$ cat src/asm_pkg.sv
// Shared constants and carriers for the alarm and status monitor
package asm_pkg;
  // All percent quantities use 0.01 % per count, full scale = 10000
  localparam logic [15:0] PCT_FLOW_SET = 16'h2AF8;
  localparam logic [15:0] PCT_FLOW_CLR = 16'h2904;
  localparam logic [15:0] PCT_SP_SET = 16'h2904;
  localparam logic [15:0] PCT_SP_CLR = 16'h27D8;
  localparam logic [15:0] PCT_NO_FLOW = 16'h00C8;
  localparam logic [15:0] PCT_AOUT_TOL = 16'h03E8;
  localparam logic [16:0] CTRL_CLAMP = 17'h0C350;
  localparam logic [15:0] DAC_MIN = 16'h0000;
  localparam logic [15:0] DAC_MAX = 16'h2710;
  localparam logic [12:0] AMB_MARGIN_C = 13'h0005;
  localparam logic [15:0] SUPPLY_MIN_MV = 16'h2EE0;
  localparam logic [7:0] PARAM_COUNT = 8'h40;
  localparam int unsigned CLK_HZ = 25_000_000;
  localparam int unsigned CHECK_PERIOD_S = 1;
  localparam int unsigned SEC_CYCLES = CLK_HZ * CHECK_PERIOD_S;
  localparam int unsigned BLINK_PROM_HZ = 20;
  localparam int unsigned BLINK_SRAM_HZ = 10;
  localparam int unsigned BLINK_DB_HZ = 5;
  localparam int unsigned BLINK_WARN_HZ = 2;
  localparam int unsigned HALF_PROM = CLK_HZ / (2 * BLINK_PROM_HZ);
  localparam int unsigned HALF_SRAM = CLK_HZ / (2 * BLINK_SRAM_HZ);
  localparam int unsigned HALF_DB = CLK_HZ / (2 * BLINK_DB_HZ);
  localparam int unsigned HALF_WARN = CLK_HZ / (2 * BLINK_WARN_HZ);

  typedef enum logic [7:0] {
    ST_OK, ST_PROM_FAIL, ST_SRAM_FAIL, ST_DB_CORRUPT, ST_NV_CORRUPT, ST_ZERO_FAIL,
    ST_FLOW_SENS, ST_TEMP_SENS, ST_AOUT_ERR, ST_FLOW_OVR, ST_AOUT_OVR, ST_SP_OVR,
    ST_VALVE_OVR, ST_NO_FLOW, ST_AMB_HIGH, ST_AMB_LOW, ST_POWER_LOW
  } asm_status_e;

  typedef struct packed {
    logic [15:0] flow;
    logic [15:0] flow_offset;
    logic [15:0] temp_sens;
    logic [15:0] temp_offset;
    logic [15:0] aout_meas;
    logic [15:0] aout_expect;
    logic [15:0] aout_req;
    logic [15:0] setpoint;
    logic sp_analog_sel;
    logic [16:0] pid_req;
    logic signed [11:0] amb_temp;
    logic signed [11:0] amb_max;
    logic signed [11:0] amb_min;
    logic [15:0] supply_mv;
  } asm_meas_s;

  typedef struct packed {
    logic flow_sens;
    logic temp_sens;
    logic aout_err;
    logic flow_ovr;
    logic aout_ovr;
    logic sp_ovr;
    logic valve_ovr;
    logic no_flow;
    logic amb_high;
    logic amb_low;
    logic power_low;
  } asm_warn_s;

  typedef struct packed {
    logic prom;
    logic sram;
    logic db;
    logic nv;
    logic zero;
  } asm_fatal_s;
endpackage : asm_pkg

$ cat src/asm_blink.sv
// LED blink generator with a programmable half-period divider
`timescale 1ns/10ps
`default_nettype none
module asm_blink (
  input wire logic i_sys_clk,
  input wire logic i_rst_n,
  input wire logic i_enable,
  input wire logic [31:0] i_half_period,
  output logic o_led
);
  logic [31:0] cnt_reg;
  logic [31:0] cnt_next;
  logic led_reg;
  logic led_next;

  // A rate change applies to the half-period already being counted, so a shorter one can toggle the LED early
  always_comb
  begin
    cnt_next = cnt_reg;
    led_next = led_reg;
    if (!i_enable)
    begin
      cnt_next = 32'h0;
      led_next = 1'b0;
    end
    else if (cnt_reg + 32'h1 >= i_half_period)
    begin
      cnt_next = 32'h0;
      led_next = !led_reg;
    end
    else
    begin
      cnt_next = cnt_reg + 32'h1;
    end
  end

  always_ff @(posedge i_sys_clk or negedge i_rst_n)
  begin
    if (!i_rst_n)
    begin
      cnt_reg <= 32'h0;
      led_reg <= 1'b0;
    end
    else
    begin
      cnt_reg <= cnt_next;
      led_reg <= led_next;
    end
  end

  assign o_led = led_reg;
endmodule : asm_blink
`default_nettype wire

$ cat src/asm_monitor.sv
// Alarm and status monitor: limit checks, fatal latches, LED, alarm pin, status code
// Summary of operation
// - Any limit exceeded: warning, 2 Hz, alarm, status
// - Sensor below residual offset flags sensor error
// - Output deviating over 10% flags output error
// - Flow overrange above 110%, clears below 105%
// - Output request outside converter range flags overrange
// - Analog setpoint above 105% alarms, clears below 102%
// - Clamp control at five times full scale
// - Valve overrange with flow below 2% flags no-flow
// - Ambient 5 C beyond ratings alarms, clears within
// - Supply below 12 V raises power alarm
// - Program checksum failure: 20 Hz, alarm, no communication
// - Working memory failure: 10 Hz, alarm, no communication
// - Parameter checksum failure: 5 Hz, alarm, stop control
// - Backup compare failure: 5 Hz, alarm, stop control
// - Sensor zero failure: 5 Hz, alarm, stop control
// - Check one parameter per second, working then backup
`timescale 1ns/10ps
`default_nettype none
module asm_monitor #(
  parameter int unsigned SEC_CYCLES = asm_pkg::SEC_CYCLES,
  parameter int unsigned HALF_PROM = asm_pkg::HALF_PROM,
  parameter int unsigned HALF_SRAM = asm_pkg::HALF_SRAM,
  parameter int unsigned HALF_DB = asm_pkg::HALF_DB,
  parameter int unsigned HALF_WARN = asm_pkg::HALF_WARN
) (
  input wire logic i_sys_clk,
  input wire logic i_reset_n,
  input wire asm_pkg::asm_meas_s i_meas,
  input wire logic i_prom_fail,
  input wire logic i_sram_fail,
  input wire logic i_zero_fail,
  input wire logic i_chk_done,
  input wire logic i_chk_bad,
  output logic o_chk_req,
  output logic o_chk_backup,
  output logic [7:0] o_chk_index,
  output logic [15:0] o_ctrl_out,
  output logic o_flow_ctrl_en,
  output logic o_comm_en,
  output logic o_alarm_out,
  output logic o_alarm_oe_n,
  output logic o_led,
  output asm_pkg::asm_status_e o_status_code,
  output logic o_status_strobe,
  output asm_pkg::asm_warn_s o_warn,
  output asm_pkg::asm_fatal_s o_fatal
);
  logic rst_meta_reg, rst_n;

  always_ff @(posedge i_sys_clk or negedge i_reset_n)
  begin
    if (!i_reset_n)
      {rst_n, rst_meta_reg} <= 2'b00;
    else
      {rst_n, rst_meta_reg} <= {rst_meta_reg, 1'b1};
  end
  asm_pkg::asm_warn_s warn_reg, warn_next;
  asm_pkg::asm_fatal_s fatal_reg, fatal_next;
  logic [15:0] ctrl_reg, ctrl_next;
  logic [15:0] aout_diff;
  logic signed [12:0] amb_t;
  logic any_fatal, any_warn, stop_ctrl;
  assign aout_diff = (i_meas.aout_meas > i_meas.aout_expect) ?
    (i_meas.aout_meas - i_meas.aout_expect) : (i_meas.aout_expect - i_meas.aout_meas);
  assign amb_t = 13'(i_meas.amb_temp);
  assign stop_ctrl = |fatal_reg;
  // Warnings are recomputed every cycle, only the hysteresis ones hold state
  always_comb
  begin
    warn_next.flow_sens = i_meas.flow < i_meas.flow_offset;
    warn_next.temp_sens = i_meas.temp_sens < i_meas.temp_offset;
    warn_next.aout_err = aout_diff > asm_pkg::PCT_AOUT_TOL;
    warn_next.flow_ovr = warn_reg.flow_ovr ? (i_meas.flow >= asm_pkg::PCT_FLOW_CLR) :
      (i_meas.flow > asm_pkg::PCT_FLOW_SET);
    warn_next.aout_ovr = (i_meas.aout_req < asm_pkg::DAC_MIN) ||
      (i_meas.aout_req > asm_pkg::DAC_MAX);
    warn_next.sp_ovr = i_meas.sp_analog_sel &&
      (warn_reg.sp_ovr ? (i_meas.setpoint >= asm_pkg::PCT_SP_CLR) :
      (i_meas.setpoint > asm_pkg::PCT_SP_SET));
    warn_next.valve_ovr = i_meas.pid_req >= asm_pkg::CTRL_CLAMP;
    warn_next.no_flow = warn_next.valve_ovr &&
      (i_meas.flow < asm_pkg::PCT_NO_FLOW);
    warn_next.amb_high = warn_reg.amb_high ? (amb_t > 13'(i_meas.amb_max)) :
      (amb_t > 13'(i_meas.amb_max) + $signed(asm_pkg::AMB_MARGIN_C));
    warn_next.amb_low = warn_reg.amb_low ? (amb_t < 13'(i_meas.amb_min)) :
      (amb_t < 13'(i_meas.amb_min) - $signed(asm_pkg::AMB_MARGIN_C));
    warn_next.power_low = i_meas.supply_mv < asm_pkg::SUPPLY_MIN_MV;
    // Latches only ever set; reset is the sole way out
    fatal_next.prom = fatal_reg.prom | i_prom_fail;
    fatal_next.sram = fatal_reg.sram | i_sram_fail;
    fatal_next.db = fatal_reg.db | (i_chk_done & i_chk_bad & !o_chk_backup);
    fatal_next.nv = fatal_reg.nv | (i_chk_done & i_chk_bad & o_chk_backup);
    fatal_next.zero = fatal_reg.zero | i_zero_fail;
    if (stop_ctrl)
      ctrl_next = 16'h0000;
    else if (i_meas.pid_req >= asm_pkg::CTRL_CLAMP)
      ctrl_next = asm_pkg::CTRL_CLAMP[15:0];
    else
      ctrl_next = i_meas.pid_req[15:0];
  end
  always_ff @(posedge i_sys_clk or negedge rst_n)
  begin
    if (!rst_n)
    begin
      warn_reg <= '0;
      fatal_reg <= '0;
      ctrl_reg <= 16'h0000;
    end
    else
    begin
      warn_reg <= warn_next;
      fatal_reg <= fatal_next;
      ctrl_reg <= ctrl_next;
    end
  end
  assign any_fatal = |fatal_reg;
  assign any_warn = |warn_reg;
  // Parameter scan: one request per second, working copy then backup
  logic [31:0] sec_reg, sec_next;
  logic req_reg, req_next;
  logic bank_reg, bank_next;
  logic [7:0] idx_reg, idx_next;
  always_comb
  begin
    sec_next = sec_reg + 32'h1;
    req_next = 1'b0;
    bank_next = bank_reg;
    idx_next = idx_reg;
    if (sec_reg + 32'h1 >= SEC_CYCLES)
    begin
      sec_next = 32'h0;
      req_next = !stop_ctrl;
    end
    // Index and bank move after the answer, so the result pairs with them
    if (i_chk_done)
    begin
      if (idx_reg == asm_pkg::PARAM_COUNT - 8'h01)
      begin
        idx_next = 8'h00;
        bank_next = !bank_reg;
      end
      else
        idx_next = idx_reg + 8'h01;
    end
  end
  always_ff @(posedge i_sys_clk or negedge rst_n)
  begin
    if (!rst_n)
    begin
      sec_reg <= 32'h0;
      req_reg <= 1'b0;
      bank_reg <= 1'b0;
      idx_reg <= 8'h00;
    end
    else
    begin
      sec_reg <= sec_next;
      req_reg <= req_next;
      bank_reg <= bank_next;
      idx_reg <= idx_next;
    end
  end
  // Rate selection; program memory failure outranks working memory failure
  logic [31:0] half_sel;
  always_comb
  begin
    if (fatal_reg.prom)
      half_sel = HALF_PROM;
    else if (fatal_reg.sram)
      half_sel = HALF_SRAM;
    else if (fatal_reg.db | fatal_reg.nv | fatal_reg.zero)
      half_sel = HALF_DB;
    else
      half_sel = HALF_WARN;
  end
  asm_blink u_blink (
    .i_sys_clk(i_sys_clk),
    .i_rst_n(rst_n),
    .i_enable(any_fatal | any_warn),
    .i_half_period(half_sel),
    .o_led(o_led)
  );
  // Status code: fatal first, then the first warning in list order, but no-flow ahead of valve overrange
  asm_pkg::asm_status_e code_reg, code_next;
  logic strobe_reg, strobe_next;
  always_comb
  begin
    code_next = asm_pkg::ST_OK;
    if (fatal_reg.prom) code_next = asm_pkg::ST_PROM_FAIL;
    else if (fatal_reg.sram) code_next = asm_pkg::ST_SRAM_FAIL;
    else if (fatal_reg.db) code_next = asm_pkg::ST_DB_CORRUPT;
    else if (fatal_reg.nv) code_next = asm_pkg::ST_NV_CORRUPT;
    else if (fatal_reg.zero) code_next = asm_pkg::ST_ZERO_FAIL;
    else if (warn_reg.flow_sens) code_next = asm_pkg::ST_FLOW_SENS;
    else if (warn_reg.temp_sens) code_next = asm_pkg::ST_TEMP_SENS;
    else if (warn_reg.aout_err) code_next = asm_pkg::ST_AOUT_ERR;
    else if (warn_reg.flow_ovr) code_next = asm_pkg::ST_FLOW_OVR;
    else if (warn_reg.aout_ovr) code_next = asm_pkg::ST_AOUT_OVR;
    else if (warn_reg.sp_ovr) code_next = asm_pkg::ST_SP_OVR;
    else if (warn_reg.no_flow) code_next = asm_pkg::ST_NO_FLOW;
    else if (warn_reg.valve_ovr) code_next = asm_pkg::ST_VALVE_OVR;
    else if (warn_reg.amb_high) code_next = asm_pkg::ST_AMB_HIGH;
    else if (warn_reg.amb_low) code_next = asm_pkg::ST_AMB_LOW;
    else if (warn_reg.power_low) code_next = asm_pkg::ST_POWER_LOW;
    // Host is told only while the link may talk
    strobe_next = (code_next != code_reg) && !(fatal_reg.prom | fatal_reg.sram);
  end
  always_ff @(posedge i_sys_clk or negedge rst_n)
  begin
    if (!rst_n)
    begin
      code_reg <= asm_pkg::ST_OK;
      strobe_reg <= 1'b0;
    end
    else
    begin
      code_reg <= code_next;
      strobe_reg <= strobe_next;
    end
  end
  assign o_chk_req = req_reg;
  assign o_chk_backup = bank_reg;
  assign o_chk_index = idx_reg;
  assign o_ctrl_out = ctrl_reg;
  assign o_flow_ctrl_en = !stop_ctrl;
  assign o_comm_en = !(fatal_reg.prom | fatal_reg.sram);
  // Open collector: only ever pulls low, enable low while pulling
  assign o_alarm_out = 1'b0;
  assign o_alarm_oe_n = !(any_fatal | any_warn);
  assign o_status_code = code_reg;
  assign o_status_strobe = strobe_reg;
  assign o_warn = warn_reg;
  assign o_fatal = fatal_reg;
endmodule : asm_monitor
`default_nettype wire

$ cat config.mk
export PLATFORM = sky130hd
export DESIGN_NAME = asm_monitor
export DESIGN_NICKNAME = d
export VERILOG_FILES = /design/src/asm_pkg.sv /design/src/asm_blink.sv /design/src/asm_monitor.sv
export SDC_FILE = /design/constraint.sdc
export NUM_CORES = 1
export LEC_CHECK = 0
export ABC_CLOCK_PERIOD_IN_PS = 5550
export BUFFER_PORTS_ARGS = -buffer_cell sky130_fd_sc_hd__buf_2
export CORE_MARGIN = 2
export CORE_UTILIZATION = 50
export CTS_BUF_LIST = sky130_fd_sc_hd__clkbuf_16
export CTS_CLUSTER_DIAMETER = 50
export CTS_CLUSTER_SIZE = 12
export DETAILED_ROUTE_END_ITERATION = 8
export MAX_ROUTING_LAYER = met4
export PLACE_DENSITY_LB_ADDON = 0.08
export SLEW_MARGIN = 20
export SYNTH_ARGS = -nofsm -noshare
export SYNTH_HDL_FRONTEND = slang
export SYNTH_SLANG_ARGS = --single-unit
export TNS_END_PERCENT = 100
$ cat constraint.sdc
create_clock -name i_sys_clk -period 5.55 [get_ports i_sys_clk]
set_input_delay 0.555 -clock i_sys_clk [delete_from_list [all_inputs] [get_ports i_sys_clk]]
set_output_delay 0.555 -clock i_sys_clk [all_outputs]
set_load 0.02 [all_outputs]
; Word level (Yosys, flattened, before mapping)
; Index checks and enable logic that the tools add are counted.
[op_classes]
n_bitwise = 12
n_addsub = 7
reduce_logical = 12
order_cmp = 19
n_eq_ne = 3
muxes = 33
[ops]
columns = operator, count
row1 = 2-to-1 mux 32 bit, 3
row2 = 2-to-1 mux 5 bit, 14
row3 = 2-to-1 mux 23 bit, 3
row4 = "adder 32 x 1 -> 32 bit, second input constant", 2
row5 = "greater-than comparator 16 x 14 -> 1 bit, second input constant", 3
row6 = 2-to-1 mux 16 bit, 3
row7 = ">= comparator 16 x 14 -> 1 bit, second input constant", 2
row8 = >= comparator 32 x 23 -> 1 bit, 1
row9 = ">= comparator 32 x 25 -> 1 bit, second input constant", 1
row10 = less-than comparator 16 bit, 2
row11 = subtractor 16 bit, 2
row12 = 2-to-1 mux 8 bit, 3
row13 = ">= comparator 17 x 16 -> 1 bit, second input constant", 1
row14 = "greater-than comparator 16 x 10 -> 1 bit, second input constant", 1
row15 = greater-than comparator 16 bit, 1
row16 = "less-than comparator 16 x 1 -> 1 bit, second input constant", 1
row17 = "less-than comparator 16 x 14 -> 1 bit, second input constant", 1
row18 = "less-than comparator 16 x 8 -> 1 bit, second input constant", 1
row19 = "adder 12 x 4 -> 13 bit, second input constant", 1
row20 = greater-than comparator 12 x 13 -> 1 bit, 1
row21 = less-than comparator 12 x 13 -> 1 bit, 1
row22 = "subtractor 12 x 4 -> 13 bit, second input constant", 1
row23 = greater-than comparator 12 bit, 1
row24 = less-than comparator 12 bit, 1
row25 = other kinds (13), 35
[word_totals]
reg_bits = 118
word_cells = 113
in_bits = 205
output_inout_bits = 56

; Depth between registers and ports, before layout
[depth]
depth_word = 18
ltp_mapped = 17
mapped_depth_nobuf = 16

; Modules after synthesis
; From an unflattened synthesis, not the netlist that was laid out.
[unflattened]
cells_unflattened = 1225
hier_area_um2 = 10318.6
[by_module_without_submodules]
columns = module, area_per_inst_um2, seq_area_each_um2, cells_each, n_inst
row1 = asm_monitor, 7877.6, 2052.0, 961, 1
row2 = asm_blink, 2441.1, 825.8, 264, 1

; Worst setup path before layout
; No wires, ideal clock.
[synth_timing]
kind = input to register
startpoint = input port i_meas[113] in the netlist's numbering
endpoint = register warn_reg, in the netlist o_warn[8]
stages = 13
arrival_time_ns = 3.217
setup_time_ns = 0.136
n_path_buf = 2
path_slack_ns = 2.198
t_required_ns = 5.414
cell_sequence = inv_1 -> ha_1 -> buf_2 -> nand4_2 -> or3_4 -> a211oi_4 -> o21a_1 -> buf_6 -> mux2i_2 -> a2111oi_0 -> or4b_1 -> nor4_1 -> nand4_1
[synth_rtl]
columns = element, line
row1 = from (decl), asm_monitor.sv:30  ; input wire asm_pkg::asm_meas_s i_meas,
row2 = to (signal assigned), asm_monitor.sv:113  ; warn_reg <= warn_next;
row3 = to (decl), asm_monitor.sv:59  ; asm_pkg::asm_warn_s warn_reg, warn_next;

; Worst setup path after layout
[layout_timing]
startpoint = register u_blink.cnt_reg[2]
endpoint = register u_blink.cnt_reg[10]
[layout_via]
elab_chain_cells = 4
[layout_rtl]
columns = element, line
row1 = from (decl), asm_blink.sv:11  ; logic [31:0] cnt_reg;
row2 = from (signal assigned), asm_blink.sv:46  ; cnt_reg <= cnt_next;
row3 = adder 32 x 1 -> 32 bit *, "asm_blink.sv:26, asm_blink.sv:33"
row4 = >= comparator 32 x 23 -> 1 bit, asm_blink.sv:26  ; else if (cnt_reg + 32'h1 >= i_half_period)
row5 = 2-to-1 mux 32 bit *, asm_blink.sv:26
row6 = 2-to-1 mux 32 bit *, asm_blink.sv:21  ; if (!i_enable)
row7 = named net u_blink.cnt_next[10], asm_blink.sv:12  ; logic [31:0] cnt_next;
; Mark *: on every way through the listed nets, which the timed path passes. The rest lies on a longest branch.
; A chain may end at the register's enable or synchronous reset.

==> impl_metrics.env <==
export IMPL_critical_path_max_fanout=15
export IMPL_layout_common_cells="251 x sky130_fd_sc_hd__buf_2, 135 x sky130_fd_sc_hd__ha_1, 120 x sky130_fd_sc_hd__inv_1"
export IMPL_first_global_vias=8271
export IMPL_worst_ep_arrival_time_ns=4.65
export IMPL_hold_path_class="input port to flop"
export IMPL_fp_coreArea_um2=19300
export IMPL_finalPower_mw=2.58
export IMPL_worst_hold_path_endpoint="o_warn[0]$_DFF_PN0_"
export IMPL_worstSetupStartpointType="flop"
export IMPL_clock_tree_buffer_depth=2
export IMPL_combPwrFrac=0.250
export IMPL_ant_nets=0
export IMPL_setup_tns_final_ns=0
export IMPL_layout_commonest_cell="sky130_fd_sc_hd__buf_2"
export IMPL_slew_headroom=0.476
export IMPL_grt_overflow=0
export IMPL_cap_violations=0
export IMPL_total_switching_power_uw=772
export IMPL_drt_iter0_drc=402
export IMPL_io_pin_count=261
export IMPL_placedInstanceArea_um2=11300
export IMPL_drc_violations_left=0
export IMPL_clkSlewWorstSetupHoldPaths_ns=0.05
export IMPL_ys_dominant_reg_cell="sky130_fd_sc_hd__dfrtp_1"
export IMPL_routed_wire_length_per_instance_um=14.5
export IMPL_post_synthesis_cell_area_um2=9730
export IMPL_fmax_mhz=231
export IMPL_synth_async_reset_ratio=1.00
export IMPL_grt_first_pass_wirelength_mm=39.1
export IMPL_grt_start_max_net_pins=65
export IMPL_run_status="finished clean"
export IMPL_drt_wl_total_mm=24.2
export IMPL_dpl_hpwl_mm=20.1
export IMPL_synth_edff_count=0
export IMPL_area_of_the_multi_input_gates_um2=6360
export IMPL_layout_cells_non_filler=1664
export IMPL_timing_rr_start="u_blink.cnt_reg[2]$_DFF_PN0_"
export IMPL_end_kind="flop"
export IMPL_synthDistinctLibCells=70
export IMPL_max_slew_worst_pin_slew_ns=0.787
export IMPL_timing_rr_end="u_blink.cnt_reg[10]$_DFF_PN0_"
export IMPL_power_switching_fraction=0.299
export IMPL_initial_antenna_violation_count=2
export IMPL_power_density_nw_per_um2=218
export IMPL_hold_path_startpoint="i_meas[15]"
export IMPL_final_hold_vio_count=0
export IMPL_filler_cell_count=1749
export IMPL_cts_made_buffers=17
export IMPL_final_nets=1728
export IMPL_rrSetupSlack_ns=1.22
export IMPL_worst_r2r_path_depth=17
export IMPL_starting_density_of_the_core=0.505
export IMPL_clock_skew_ns=0.0105
export IMPL_clk_insertion_delay_late_ns=0.41
export IMPL_via_count=8722
export IMPL_track_usage=0.245
export IMPL_vias_per_cell=5.24
export IMPL_finish_instance_area_um2=11800
export IMPL_place_congestion=0.910
export IMPL_static_leakage_power_nw=6.05
export IMPL_ctsRootBufferMaster="sky130_fd_sc_hd__clkbuf_16"
export IMPL_fin_crit_sh=0.781
export IMPL_hold_depth=2
export IMPL_yosysSeqAreaShare=0.296
export IMPL_cp_required_ns=5.87
export IMPL_rsz0062_at_grt="no"
export IMPL_postSynthRegisterBits=115
export IMPL_dp_cells=1631
export IMPL_design_die_area_um2=20600
export IMPL_rows=51
export IMPL_fp_dieW_um=143
export IMPL_area_sequential_um2=2880
export IMPL_synth_yosys_warnings=0
export IMPL_cell_internal_pwr_mw=1.81
export IMPL_hold_worst_slack_ns=0.308
export IMPL_path_class="flop to flop"
export IMPL_drt_pass1_iter_count=5
export IMPL_timing_final_crit_period_ns=4.33
export IMPL_clkSinkCount=115
export IMPL_syn_instance_count=1114
export IMPL_cts_tree="done"
export IMPL_h_tree_lvls=4
export IMPL_power_frac_clock=0.382
export IMPL_vdd_ir_drop_worst_v=0.000208
export IMPL_setup_viol=0
export IMPL_power_share_sequential=0.368
export IMPL_die_ht_um=143
export IMPL_drive_above_1_share=0.219
export IMPL_syn_area_per_cell_um2=8.73
export IMPL_maxSlewViolCount=0
export IMPL_syn_to_layout_area_delta_pct=21.7
export IMPL_io_buffer_count=251
==> worst max-delay path: stages, from the launching register on <==
cell,delay (ns)
sky130_fd_sc_hd__dfrtp_1,0.41
sky130_fd_sc_hd__and3_1,0.24
sky130_fd_sc_hd__and4_1,0.32
sky130_fd_sc_hd__nand3_1,0.26
sky130_fd_sc_hd__inv_1,0.18
sky130_fd_sc_hd__nand2_1,0.08
sky130_fd_sc_hd__xnor2_1,0.21
sky130_fd_sc_hd__ha_1,0.29
sky130_fd_sc_hd__a21o_1,0.18
sky130_fd_sc_hd__a21oi_1,0.13
sky130_fd_sc_hd__nor2b_1,0.05
sky130_fd_sc_hd__o21ai_0,0.14
sky130_fd_sc_hd__a31oi_1,0.10
sky130_fd_sc_hd__or4_1,0.39
sky130_fd_sc_hd__a31oi_1,0.21
sky130_fd_sc_hd__nand4_1,0.48
sky130_fd_sc_hd__buf_4,0.39
sky130_fd_sc_hd__nor2b_1,0.17
==> synthesized netlist by cell type, types with 29 or more instances <==
cell                      instances  area share
sky130_fd_sc_hd__xnor2_1         68       0.061
sky130_fd_sc_hd__nand3_1         42       0.022
sky130_fd_sc_hd__dfrtp_1        115        0.30
sky130_fd_sc_hd__ha_1           135        0.17
sky130_fd_sc_hd__o21ai_0         35       0.018
sky130_fd_sc_hd__inv_1          116       0.045
sky130_fd_sc_hd__nor2b_1         32       0.021
sky130_fd_sc_hd__a21o_1          34       0.026
sky130_fd_sc_hd__a21oi_1         59       0.030
sky130_fd_sc_hd__nand4_1         29       0.019
sky130_fd_sc_hd__nand2_1         51       0.020
sky130_fd_sc_hd__nor2_1         106       0.041
==> worst max-delay path by stage <==
stage / startpoint / end / slack (ns) / cells after the start
detailed placement: u_blink.cnt_reg[2]$_DFF_PN0_ / u_blink.cnt_reg[5]$_DFF_PN0_ / 1.26 / 17
CTS: u_blink.cnt_reg[2]$_DFF_PN0_ / u_blink.cnt_reg[10]$_DFF_PN0_ / 1.22 / 17
global placement: u_blink.cnt_reg[2]$_DFF_PN0_ / u_blink.cnt_reg[21]$_DFF_PN0_ / 1.38 / 17
global route: u_blink.cnt_reg[2]$_DFF_PN0_ / u_blink.cnt_reg[7]$_DFF_PN0_ / 0.84 / 17
finish: u_blink.cnt_reg[2]$_DFF_PN0_ / u_blink.cnt_reg[10]$_DFF_PN0_ / 1.22 / 17
floorplan: rst_n$_DFF_PN0_ / o_chk_backup$_DFFE_PN0P_ / 2.11 / 0
==> through the flow <==
step	worst slack (ns)	util
2_1_floorplan	2.11	-
3_3_place_gp	1.38	0.586
3_5_place_dp	1.26	0.586
4_1_cts	1.22	0.614
5_1_grt	0.838	0.614
6_report	1.22	0.614
==> cell type report <==
| type | count | share of cell area |
|---|---|---|
| Antenna cell | 2 | 0.000423 |
| Sequential cell | 115 | 0.243 |
| Multi-Input combinational cell | 880 | 0.537 |
| Tap cell | 265 | 0.0280 |
| Clock inverter | 13 | 0.00898 |
| Clock buffer | 17 | 0.0359 |
| Timing Repair Buffer | 255 | 0.109 |
| Inverter | 117 | 0.0371 |
==> per-layer routing <==
metal	global-route usage	routed length [µm]	up-vias
li1	-	-	4464
met1	0.316	11300	4020
met2	0.395	11300	210
met3	0.0490	1260	28
met4	0.0645	303	0
met5	-	0	-
==> kinds of logic (layout without fill, tap and decap cells) <==
group | after synthesis | count (layout) | synth area share
other cells | 2 | 23 | 0.000772
flops | 115 | 115 | 0.296
fa+ha+maj | 137 | 137 | 0.178
compound gates | 235 | 235 | 0.163
xor+xnor | 88 | 88 | 0.0792
mux | 17 | 17 | 0.0186
buf+inv | 138 | 402 | 0.0579
simple gates | 382 | 382 | 0.207
==> power groups by stage <==
stage                     Combinational (mW)  Sequential, mW  Clock [mW]
after global placement                 0.631           0.963           0
final                                  0.646           0.951       0.986
after detailed placement               0.641           0.963           0
after global routing                   0.725           0.959        1.05
after floorplan                        0.374           0.998           0
after CTS                              0.646           0.951        1.01
==> what timing repair did <==
action,in CTS,in global routing
setup buffers,0,0
hold buffers,1,0
gates resized for setup,0,0
hold endpoints to repair,2,0
setup endpoints to repair,0,0
Power figures use the tool's default switching activity.
